$ cat src/verilog/dtp_pkg.sv
package dtp_pkg;

  typedef enum logic [1:0] {
    DTP_W_ONESHOT  = 2'b00,
    DTP_W_PERIODIC = 2'b01,
    DTP_W_RTC      = 2'b10,
    DTP_W_PAIR     = 2'b11
  } dtp_wide_e;

  typedef enum logic [2:0] {
    DTP_H_ONESHOT  = 3'b000,
    DTP_H_PERIODIC = 3'b001,
    DTP_H_CAPCOUNT = 3'b010,
    DTP_H_CAPTIME  = 3'b011,
    DTP_H_PWM      = 3'b100
  } dtp_half_e;

  localparam int DTP_IRQ_W = 7;
  localparam int DTP_IRQ_FIRST_TIMEOUT = 0;
  localparam int DTP_IRQ_FIRST_CAPM = 1;
  localparam int DTP_IRQ_FIRST_CAPE = 2;
  localparam int DTP_IRQ_RTC = 3;
  localparam int DTP_IRQ_SECOND_TIMEOUT = 4;
  localparam int DTP_IRQ_SECOND_CAPM = 5;
  localparam int DTP_IRQ_SECOND_CAPE = 6;

  localparam logic [31:0] DTP_MASK32 = 32'hFFFFFFFF;
  localparam logic [31:0] DTP_MASK16 = 32'h0000FFFF;
  localparam logic [31:0] DTP_RST_LOAD = 32'h00000000;
  localparam logic [31:0] DTP_RST_MATCH = 32'h00000000;
  localparam logic [7:0] DTP_RST_PRE = 8'h00;
  localparam logic [6:0] DTP_RST_IRQ = 7'h00;

endpackage

$ cat src/verilog/dtp_core.sv
`timescale 1ns/1ns
// Summary of operation
// - Clear request deasserts exactly the chosen sources lacking a fresh event that cycle
// - Disabled source never reaches the interrupt output
// - Seven separately maskable interrupt sources
// - Status readable raw or masked, same layout
// - Load write goes into counter immediately
// - Wide counter uses first half registers only
// - Edge count raises capture match at match
// - PWM output switches when counter equals match
// - Prescaler divides only in 16-bit modes
// - Prescale value is eight bits, 0 to 255
// - Prescale match extends compare to 24 bits
// - RTC enable acts only in RTC mode
// - RTC disable stops counting in RTC mode
// - Live count readable without disturbing counting
// - Programmed values read back masked to the counter width
// - Reconfiguration leaves the module disabled
// - Invert makes PWM output active low
// - Stall freezes counter during debug halt
module dtp_core import dtp_pkg::*; (
  input wire logic sys_clk,
  input wire logic rst_n,
  input wire logic cfg_wr,
  input wire dtp_wide_e cfg_wide,
  input wire logic cfg_wide_up,
  input wire dtp_half_e cfg_first_mode,
  input wire logic cfg_first_up,
  input wire dtp_half_e cfg_second_mode,
  input wire logic cfg_second_up,
  input wire logic [1:0] wr_sel,
  input wire logic [31:0] wr_value,
  input wire logic wr_flag,
  input wire logic load_wr,
  input wire logic match_wr,
  input wire logic prescale_wr,
  input wire logic prescale_match_wr,
  input wire logic enable_wr,
  input wire logic disable_wr,
  input wire logic invert_wr,
  input wire logic stall_wr,
  input wire logic rtc_enable_cmd,
  input wire logic rtc_disable_cmd,
  input wire logic int_enable_wr,
  input wire logic int_disable_wr,
  input wire logic int_clear_wr,
  input wire logic [6:0] int_bits,
  input wire logic masked_select,
  input wire logic debug_halt,
  input wire logic [1:0] ccp_in,
  output logic [31:0] first_load_val,
  output logic [31:0] first_match_val,
  output logic [31:0] first_count,
  output logic [15:0] second_load_val,
  output logic [15:0] second_match_val,
  output logic [15:0] second_count,
  output logic [15:0] prescale_val,
  output logic [15:0] prescale_match_val,
  output logic [6:0] int_status,
  output logic [6:0] int_enable,
  output logic timer_irq,
  output logic [1:0] pwm_out,
  output logic [1:0] running
);

  logic [31:0] load_r [2];
  logic [31:0] match_r [2];
  logic [31:0] cnt_r [2];
  logic [7:0] pre_r [2];
  logic [7:0] prem_r [2];
  logic [7:0] pcnt_r [2];
  logic [1:0] en_r;
  logic [1:0] inv_r;
  logic [1:0] stall_r;
  logic [1:0] lvl_r;
  logic [2:0] sy_r [2];
  logic [1:0] acc_r;
  logic tmo_w [2];
  logic cmt_w [2];
  logic cev_w [2];
  logic rtm_w [2];

  dtp_wide_e wide_r;
  dtp_wide_e wide_nxt;
  logic wide_up_r;
  logic wide_up_nxt;
  dtp_half_e hmode_r [2];
  dtp_half_e hmode_nxt [2];
  logic [1:0] hup_r;
  logic [1:0] hup_nxt;
  logic rtc_run_r;
  logic rtc_run_nxt;
  logic [6:0] raw_r;
  logic [6:0] raw_nxt;
  logic [6:0] ien_r;
  logic [6:0] ien_nxt;
  logic [6:0] stat_r;
  logic [6:0] stat_nxt;
  logic irq_r;
  logic irq_nxt;
  logic [6:0] ev_set;

  genvar gi;
  generate
    for (gi = 0; gi < 2; gi++) begin : g_half
      logic [31:0] ln, mn, cn, msk;
      logic [7:0] pn, pmn, pc;
      logic en_n, inv_n, st_n, lv_n, ac_n, hit;
      logic [2:0] sy_n;
      logic edge_w, active, wide, up, run, tick, adv, reload;

      always_comb begin
        ln = load_r[gi];
        mn = match_r[gi];
        cn = cnt_r[gi];
        pn = pre_r[gi];
        pmn = prem_r[gi];
        pc = pcnt_r[gi];
        en_n = en_r[gi];
        inv_n = inv_r[gi];
        st_n = stall_r[gi];
        lv_n = lvl_r[gi];
        ac_n = acc_r[gi];
        tmo_w[gi] = 1'b0;
        cmt_w[gi] = 1'b0;
        cev_w[gi] = 1'b0;
        rtm_w[gi] = 1'b0;
        tick = 1'b0;
        adv = 1'b0;
        reload = 1'b0;
        hit = 1'b0;
        // Pin sampled by three flops; accept once the last two agree
        sy_n = {sy_r[gi][1:0], ccp_in[gi]};
        edge_w = 1'b0;
        if (sy_r[gi][1] == sy_r[gi][2] && sy_r[gi][2] != acc_r[gi]) begin
          ac_n = sy_r[gi][2];
          edge_w = sy_r[gi][2];
        end
        wide = (wide_r != DTP_W_PAIR);
        // Second half sits idle while the pair acts as one wide counter
        active = (gi == 0) || !wide;
        msk = (gi == 0 && wide) ? DTP_MASK32 : DTP_MASK16;
        up = wide ? (wide_up_r || wide_r == DTP_W_RTC) : hup_r[gi];
        run = en_r[gi] && active && !(stall_r[gi] && debug_halt)
          && (wide_r != DTP_W_RTC || rtc_run_r);
        if (run) begin
          if (wide) begin
            tick = 1'b1;
          end else if (hmode_r[gi] == DTP_H_CAPCOUNT && !edge_w) begin
            tick = 1'b0;
          end else begin
            adv = 1'b1;
            if (pc == pn) begin
              pc = 8'h00;
              tick = 1'b1;
            end else begin
              pc = pc + 8'h01;
            end
          end
          if (tick) begin
            adv = 1'b1;
            if (up) begin
              reload = ((cn & msk) == (ln & msk)) && wide_r != DTP_W_RTC;
              cn = reload ? 32'h00000000 : ((cn + 32'h00000001) & msk);
            end else begin
              reload = ((cn & msk) == 32'h00000000);
              cn = reload ? (ln & msk) : ((cn - 32'h00000001) & msk);
            end
          end
          // Compare taken only when the state moved, so one hit per arrival
          hit = adv && ((cn & msk) == (mn & msk)) && (wide || pc == pmn);
          if (wide_r == DTP_W_RTC) begin
            rtm_w[gi] = hit;
          end else if (wide || hmode_r[gi] == DTP_H_ONESHOT
              || hmode_r[gi] == DTP_H_PERIODIC) begin
            tmo_w[gi] = reload;
            if (reload && (wide ? wide_r == DTP_W_ONESHOT
                : hmode_r[gi] == DTP_H_ONESHOT)) begin
              en_n = 1'b0;
            end
          end else if (hmode_r[gi] == DTP_H_CAPCOUNT) begin
            cmt_w[gi] = hit;
          end else if (hmode_r[gi] == DTP_H_CAPTIME) begin
            cev_w[gi] = edge_w;
          end else begin
            if (reload) begin
              lv_n = 1'b1;
            end
            if (hit) begin
              lv_n = 1'b0;
            end
          end
        end
        if (wr_sel[gi]) begin
          if (load_wr) begin
            ln = wr_value & msk;
            cn = wr_value & msk;
            pc = 8'h00;
          end
          if (match_wr) begin
            mn = wr_value & msk;
          end
          if (prescale_wr) begin
            pn = wr_value[7:0];
          end
          if (prescale_match_wr) begin
            pmn = wr_value[7:0];
          end
          if (invert_wr) begin
            inv_n = wr_flag;
          end
          if (stall_wr) begin
            st_n = wr_flag;
          end
          if (enable_wr) begin
            en_n = 1'b1;
            lv_n = 1'b1;
          end
          if (disable_wr) begin
            en_n = 1'b0;
          end
        end
        if (cfg_wr) begin
          en_n = 1'b0;
        end
      end

      always_ff @(posedge sys_clk) begin
        if (!rst_n) begin
          load_r[gi] <= DTP_RST_LOAD;
          match_r[gi] <= DTP_RST_MATCH;
          cnt_r[gi] <= DTP_RST_LOAD;
          pre_r[gi] <= DTP_RST_PRE;
          prem_r[gi] <= DTP_RST_PRE;
          pcnt_r[gi] <= DTP_RST_PRE;
          en_r[gi] <= 1'b0;
          inv_r[gi] <= 1'b0;
          stall_r[gi] <= 1'b0;
          lvl_r[gi] <= 1'b0;
          sy_r[gi] <= 3'b000;
          acc_r[gi] <= 1'b0;
        end else begin
          load_r[gi] <= ln;
          match_r[gi] <= mn;
          cnt_r[gi] <= cn;
          pre_r[gi] <= pn;
          prem_r[gi] <= pmn;
          pcnt_r[gi] <= pc;
          en_r[gi] <= en_n;
          inv_r[gi] <= inv_n;
          stall_r[gi] <= st_n;
          lvl_r[gi] <= lv_n;
          sy_r[gi] <= sy_n;
          acc_r[gi] <= ac_n;
        end
      end
    end
  endgenerate

  always_comb begin
    wide_nxt = wide_r;
    wide_up_nxt = wide_up_r;
    hmode_nxt[0] = hmode_r[0];
    hmode_nxt[1] = hmode_r[1];
    hup_nxt = hup_r;
    rtc_run_nxt = rtc_run_r;
    if (cfg_wr) begin
      wide_nxt = cfg_wide;
      wide_up_nxt = cfg_wide_up;
      hmode_nxt[0] = cfg_first_mode;
      hmode_nxt[1] = cfg_second_mode;
      hup_nxt = {cfg_second_up, cfg_first_up};
      rtc_run_nxt = 1'b0;
    end else if (rtc_enable_cmd && wide_r == DTP_W_RTC) begin
      rtc_run_nxt = 1'b1;
    end else if (rtc_disable_cmd) begin
      rtc_run_nxt = 1'b0;
    end
    ev_set = DTP_RST_IRQ;
    ev_set[DTP_IRQ_FIRST_TIMEOUT] = tmo_w[0];
    ev_set[DTP_IRQ_FIRST_CAPM] = cmt_w[0];
    ev_set[DTP_IRQ_FIRST_CAPE] = cev_w[0];
    ev_set[DTP_IRQ_RTC] = rtm_w[0];
    ev_set[DTP_IRQ_SECOND_TIMEOUT] = tmo_w[1];
    ev_set[DTP_IRQ_SECOND_CAPM] = cmt_w[1];
    ev_set[DTP_IRQ_SECOND_CAPE] = cev_w[1];
    // A fresh event in the clearing cycle survives the clear
    raw_nxt = (raw_r & ~(int_clear_wr ? int_bits : DTP_RST_IRQ)) | ev_set;
    ien_nxt = ien_r;
    if (int_enable_wr) begin
      ien_nxt = ien_nxt | int_bits;
    end
    if (int_disable_wr) begin
      ien_nxt = ien_nxt & ~int_bits;
    end
    stat_nxt = masked_select ? (raw_r & ien_r) : raw_r;
    irq_nxt = |(raw_nxt & ien_nxt);
  end

  always_ff @(posedge sys_clk) begin
    if (!rst_n) begin
      wide_r <= DTP_W_ONESHOT;
      wide_up_r <= 1'b0;
      hmode_r[0] <= DTP_H_ONESHOT;
      hmode_r[1] <= DTP_H_ONESHOT;
      hup_r <= 2'b00;
      rtc_run_r <= 1'b0;
      raw_r <= DTP_RST_IRQ;
      ien_r <= DTP_RST_IRQ;
      stat_r <= DTP_RST_IRQ;
      irq_r <= 1'b0;
    end else begin
      wide_r <= wide_nxt;
      wide_up_r <= wide_up_nxt;
      hmode_r[0] <= hmode_nxt[0];
      hmode_r[1] <= hmode_nxt[1];
      hup_r <= hup_nxt;
      rtc_run_r <= rtc_run_nxt;
      raw_r <= raw_nxt;
      ien_r <= ien_nxt;
      stat_r <= stat_nxt;
      irq_r <= irq_nxt;
    end
  end

  // Readback taps flops directly, so reading never disturbs counting
  assign first_load_val = load_r[0];
  assign first_match_val = match_r[0];
  assign first_count = cnt_r[0];
  assign second_load_val = load_r[1][15:0];
  assign second_match_val = match_r[1][15:0];
  assign second_count = cnt_r[1][15:0];
  assign prescale_val = {pre_r[1], pre_r[0]};
  assign prescale_match_val = {prem_r[1], prem_r[0]};
  assign int_status = stat_r;
  assign int_enable = ien_r;
  assign timer_irq = irq_r;
  // Level is high inside the active phase; invert only flips the pin sense
  assign pwm_out = lvl_r ^ inv_r;
  assign running = en_r;

endmodule

$ cat config.mk
export PLATFORM = sky130hd
export DESIGN_NAME = dtp_core
export DESIGN_NICKNAME = d
export VERILOG_FILES = /design/src/verilog/dtp_pkg.sv /design/src/verilog/dtp_core.sv
export SDC_FILE = /design/constraint.sdc
export NUM_CORES = 1
export LEC_CHECK = 0
export BUFFER_PORTS_ARGS = -buffer_cell sky130_fd_sc_hd__buf_2
export CORE_MARGIN = 5
export CORE_UTILIZATION = 30
export CTS_BUF_LIST = sky130_fd_sc_hd__clkbuf_16
export CTS_CLUSTER_SIZE = 30
export DETAILED_ROUTE_END_ITERATION = 6
export HOLD_SLACK_MARGIN = 0.08
export PLACE_DENSITY_LB_ADDON = 0.08
export SYNTH_ARGS = -nofsm -noshare
export SYNTH_HDL_FRONTEND = slang
export SYNTH_SLANG_ARGS = --single-unit
export TNS_END_PERCENT = 5
$ cat constraint.sdc
create_clock -name sys_clk -period 5.5 [get_ports sys_clk]
set_clock_uncertainty 0.1 [all_clocks]
set_input_delay 0.55 -clock sys_clk [delete_from_list [all_inputs] [get_ports sys_clk]]
set_output_delay 0.55 -clock sys_clk [all_outputs]
set_load 0.05 [all_outputs]
; ---- Yosys cells after proc, flatten, opt, wreduce, memory -nomap -nowiden
; Memory sizes are Yosys's and may differ from the RTL's.
; Cells that the tools add are included.
[op_classes]
n_eq_ne = 21
n_reduce_logical = 45
magnitude_cmp = 0
div_mod_pow = 0
n_mux = 158
bitwise_logic = 33
shift = 0
addsub = 6
n_mul = 0
[ops]
columns = operator, count
row1 = $mux W32, 28
row2 = $and A32 B32 Y32, 7
row3 = $mux W8, 28
row4 = $mux W1, 90
row5 = $eq A32 B32 Y1, 2
row6 = $logic_not A32 Y1, 2
row7 = $mux W16, 3
row8 = $add A32 B1 Y32 const B, 1
row9 = $eq A16 B16 Y1, 2
row10 = $eq A8 B8 Y1, 4
row11 = $sub A32 B1 Y32 const B, 1
row12 = $and A7 B7 Y7, 4
row13 = $mux W7, 4
row14 = $logic_and A1 B1 Y1, 20
row15 = $add A16 B1 Y16 const B, 1
row16 = $add A8 B1 Y8 const B, 2
row17 = $or A1 B1 Y1, 16
row18 = $sub A16 B1 Y16 const B, 1
row19 = $not A7 Y7, 2
row20 = $or A7 B7 Y7, 2
row21 = $eq A3 B2 Y1 const B, 4
row22 = $mux W3, 4
row23 = $logic_or A1 B1 Y1, 8
row24 = $reduce_and A2 Y1, 4
row25 = other kinds (14), 23
[totals]
mem_bits_ro = 0
register_bits = 38
word_cells = 289
input_bits = 73
memories = 8
out_inout_bits = 195
ram_bits = 252
latchBits = 0
[mem_list]
columns = memory, words, word_bits, read_ports, rd_ports_with_merged_regs, wr, line_no
row1 = cnt_r, 2, 32, 2, 0, 2, dtp_core.sv:68  ; logic [31:0] cnt_r [2];
row2 = load_r, 2, 32, 2, 0, 2, dtp_core.sv:66  ; logic [31:0] load_r [2];
row3 = match_r, 2, 32, 2, 0, 2, dtp_core.sv:67  ; logic [31:0] match_r [2];
row4 = pcnt_r, 2, 8, 2, 0, 2, dtp_core.sv:71  ; logic [7:0] pcnt_r [2];
row5 = pre_r, 2, 8, 2, 0, 2, dtp_core.sv:69  ; logic [7:0] pre_r [2];
row6 = prem_r, 2, 8, 2, 0, 2, dtp_core.sv:70  ; logic [7:0] prem_r [2];
row7 = +2 memories, -, -, -, -, -, -

; ---- Depth between registers and ports, before layout
; An unclocked memory read counts as a cell.
[depth]
depth_word = 23
ltp_mapped = 17
ltp_nobuf = 14

; ---- Worst setup path after synthesis
; No wires, ideal clock.
[synth_timing]
path_type = flip-flop to flip-flop
from = memory cnt_r[0][0]
to = register irq_r, in the netlist timer_irq
required_ps = 5321
setup_slack_ps = 1403
synth_period_minus_slack_ps = 4097
stages_incl_launch_ff = 16
t_arrival_ps = 3918
setup_time_ps = 79
n_path_buf = 1
cell_sequence = dfxtp_1 > clkbuf_1 > inv_1 > ha_1 > nor3b_1 > nand2_1 > nor3_1 > xor2_1 > o221a_2 > a211oi_2 > xnor2_1 > or4_1 > or3_1 > o31ai_2 > a32oi_1 > o221ai_2
[synth_rtl]
columns = element, line_no
row1 = from (decl), dtp_core.sv:68
row2 = to (signal assigned), dtp_core.sv:322  ; irq_r <= irq_nxt;
row3 = to (decl), dtp_core.sv:99  ; logic irq_r;

==> results_dict.tcl <==
set metrics [dict create \
    status "completed" \
    post-route-util_pct 36.2 \
    vias_per_cell 5.67 \
    cts_setup_buffers 0 \
    finalSetupViolCount 0 \
    synth.top_cells.by_count "387 x nand2_1, 242 x dfxtp_1, 204 x a21oi_1" \
    clkLatencyLatePin_ns 0.60 \
    synth_fp_nets 2206 \
    fmax_mhz 202 \
    place_hpwl_mm 57.4 \
    period_share_pct 90.0 \
    yosysUniqueCellTypes 90 \
    maxSlewViolCount 0 \
    grt_pass1_vias 16200 \
    syn_area_sq_um 15400 \
    r2r_slack_ns 0.55 \
    r2r-start "cnt_r[0][0]$_SDFF_PN0_" \
    yosys_register_bits 242 \
    crit_path_top_delay_cell "nor4b_1" \
    path_max_fanout 13 \
    postCtsHoldBufs 15 \
    setup_tns_ns 0 \
    fillers 5575 \
    cts_resized 0 \
    placed_cells 2963 \
    io_pins 268 \
    portBuffers 267 \
    synth_edf_count 0 \
    gp_congestion 0.966 \
    nets 2411 \
    synth.avg_cell_area_sq_um 7.25 \
    antenna_found_initial 1 \
    hold_viol_final 0 \
    dpl-instance-area_sq_um 17400 \
    worstPathArrival_ns 5.38 \
    clkTransAtPathRegs_ns 0.06 \
    crit_buf_inv 2 \
    placementRows 83 \
    grt_usage_pct 25.7 \
    wl_per_cell_um 25.1 \
    initialDrtViolationCount 1636 \
    yosysMostFrequentCell "nand2_1" \
    crit_required_ns 5.93 \
    final_cells 3034 \
    antenna_left 0 \
    start_util_pct 30.2 \
    crit_chain "inv_1, ha_1, nor4b_1, nand4_1, nand2b_1, buf_4, o221ai_1, or3b_1, nand4_1, or4_1, or3_1, o31ai_2, a32oi_1, o221ai_2" \
    end_kind "flip-flop" \
    wl_mm 76.1 \
    clock_sinks 242 \
    cts_buffer_depth 3 \
    fin_area_sq_um 18500 \
    power_leakage_nw 7.61 \
    clockRootBuffer "clkbuf_16" \
    die_area_sq_um 56000 \
    yosysSeqAreaShare_pct 31.4 \
    rsz0062_at_grt "false" \
    drc 0 \
    slew_headroom_pct 18.9 \
    max_cap_violations 0 \
    die_y_um 237 \
    worst_slew_pin_slew_ns 1.22 \
    grt_overflow 0 \
    crit_start "cnt_r[0][0]$_SDFF_PN0_" \
    synth_top_area_share_pct 31.4 \
    synth.area.top_cells "dfxtp_1 31%, nand2_1 9.4%, a21oi_1 6.6%, o21ai_0 4.3%, xor2_1 4.3%" \
    cts.htree.levels 1 \
    setup.worst_path.start_class "flip-flop" \
    cts_tree "done" \
    synth_ff_type "dfxtp_1" \
    fin_crit_ns 4.95 \
    fp.coreArea_sq_um 51100 \
    cts_buffers 31 \
    drive_above_1_share_pct 17.4 \
    crit_type "flip-flop to flip-flop" \
    synth_largest_area_cell "dfxtp_1" \
    hold_class "input pin to flip-flop" \
    yosysWarnings 0 \
    area_delta_synth_final_pct 19.9 \
    die_x_um 237 \
    critical-path-top-delay-family "simple AND/OR/NAND/NOR gates" \
    first_pass_iters 5 \
    synth_cells 2126 \
    cpMostUsedCell "nand4_1" \
    hp-start "cfg_wide[0]" \
    n_antenna_cell 0 \
    grt_pass1_wl_mm 112 \
    via_count 17200 \
    max_stage_delay_ns 0.75 \
    p_total_w 0.00544 \
    powerDensity_nw_per_um2 294 \
    ys_async_sr_fraction_pct 0 \
    grt_start_max_net_pins 59 \
    ir_worst_vdd_mv 0.154 \
]
## per-stage QoR
stage	hold WS [ns]	setup slack, ns
2_1_floorplan	0.311	1.40
3_3_place_gp	0.322	0.772
3_5_place_dp	0.319	0.697
4_1_cts	0.0802	0.666
5_1_grt	0.102	0.267
6_report	0.116	0.553
## worst paths after layout
| check | depth (start not counted) | endpoint |
|---|---|---|
| max | 14 | timer_irq$_SDFF_PN0_ |
| min | 3 | wide_r[0]$_SDFFE_PN0P_ |
| max reg2reg | 14 | timer_irq$_SDFF_PN0_ |
| min reg2reg | 1 | sy_r[1][1]$_SDFF_PN0_ |
## where the power goes
part | internal, W | switching (W) | total, W
Clock | 0.00107 | 0.000856 | 0.00192
Combinational | 0.000481 | 0.00105 | 0.00153
Sequential | 0.00183 | 0.000149 | 0.00198
Total | 0.00338 | 0.00206 | 0.00544
## registers in the layout, summed over array words and instances (netlist names), 2 cells and up
name / count
load_r: 48
int_status: 7
int_enable: 7
pre_r: 16
hmode_r: 6
wide_r: 2
running: 2
match_r: 48
hup_r: 2
cnt_r: 48
stall_r: 2
prem_r: 16
inv_r: 2
pcnt_r: 16
acc_r: 2
sy_r: 6
raw_r: 7
lvl_r: 2
## cell families (layout without fill, tap and decap cells)
group / Yosys count / after routing / synth area share, %
and+or+nand+nor: 914 / 914 / 28.6
adders and majority gates: 7 / 7 / 0.568
buffers and inverters: 201 / 429 / 5.22
xor gates and xnor gates: 147 / 147 / 8.35
AOI/OAI and AO/OA: 589 / 589 / 24.2
DFF: 242 / 242 / 31.4
muxes: 26 / 26 / 1.70
## final cells by class
cell class / instances / area [sq um] / area share, %
Inverter: 33 / 126 / 0.683
Timing Repair Buffer: 340 / 1920 / 10.4
Clock inverter: 25 / 161 / 0.873
Tap cell: 680 / 851 / 4.60
Multi-Input combinational cell: 1683 / 9820 / 53.1
Sequential cell: 242 / 4840 / 26.2
Clock buffer: 31 / 776 / 4.19
## cells in the final DEF (no fill, tap or decap), drive strengths merged, types with 12 or more instances in the layout
cell / synthesis / final
buf: 41 / 325
a22oi: 27 / 27
a21oi: 205 / 205
and2: 26 / 26
mux2i: 25 / 25
o31ai: 20 / 20
dfxtp: 242 / 242
nand2: 387 / 387
nor2: 137 / 137
xnor2: 71 / 71
nand3: 106 / 106
or3: 17 / 17
clkinv: 0 / 15
xor2: 76 / 76
a31oi: 16 / 16
nand4: 32 / 32
nor4: 45 / 45
dlygate4sd3: 0 / 15
o21ai: 141 / 141
and3: 30 / 30
nor3: 48 / 48
clkbuf: 127 / 31
nand2b: 15 / 15
o211ai: 19 / 19
a211oi: 22 / 22
o22ai: 12 / 12
inv: 33 / 41
## worst min-delay path, delay by kind of cell
family / cells / cell delay [ns]
muxes: 1 / 0.07
buffers and inverters: 1 / 0.09
and+or+nand+nor: 1 / 0.07
## layer usage
metal | track usage (%) | up-vias | routed length, um
met2 | 40.8 | 674 | 34200
met4 | 7.05 | 0 | 2220
met5 | 0 | - | 0
met3 | 3.13 | 111 | 4320
li1 | - | 8061 | -
met1 | 36.8 | 8351 | 35400
Note: power is estimated with default switching activity, not from simulation.
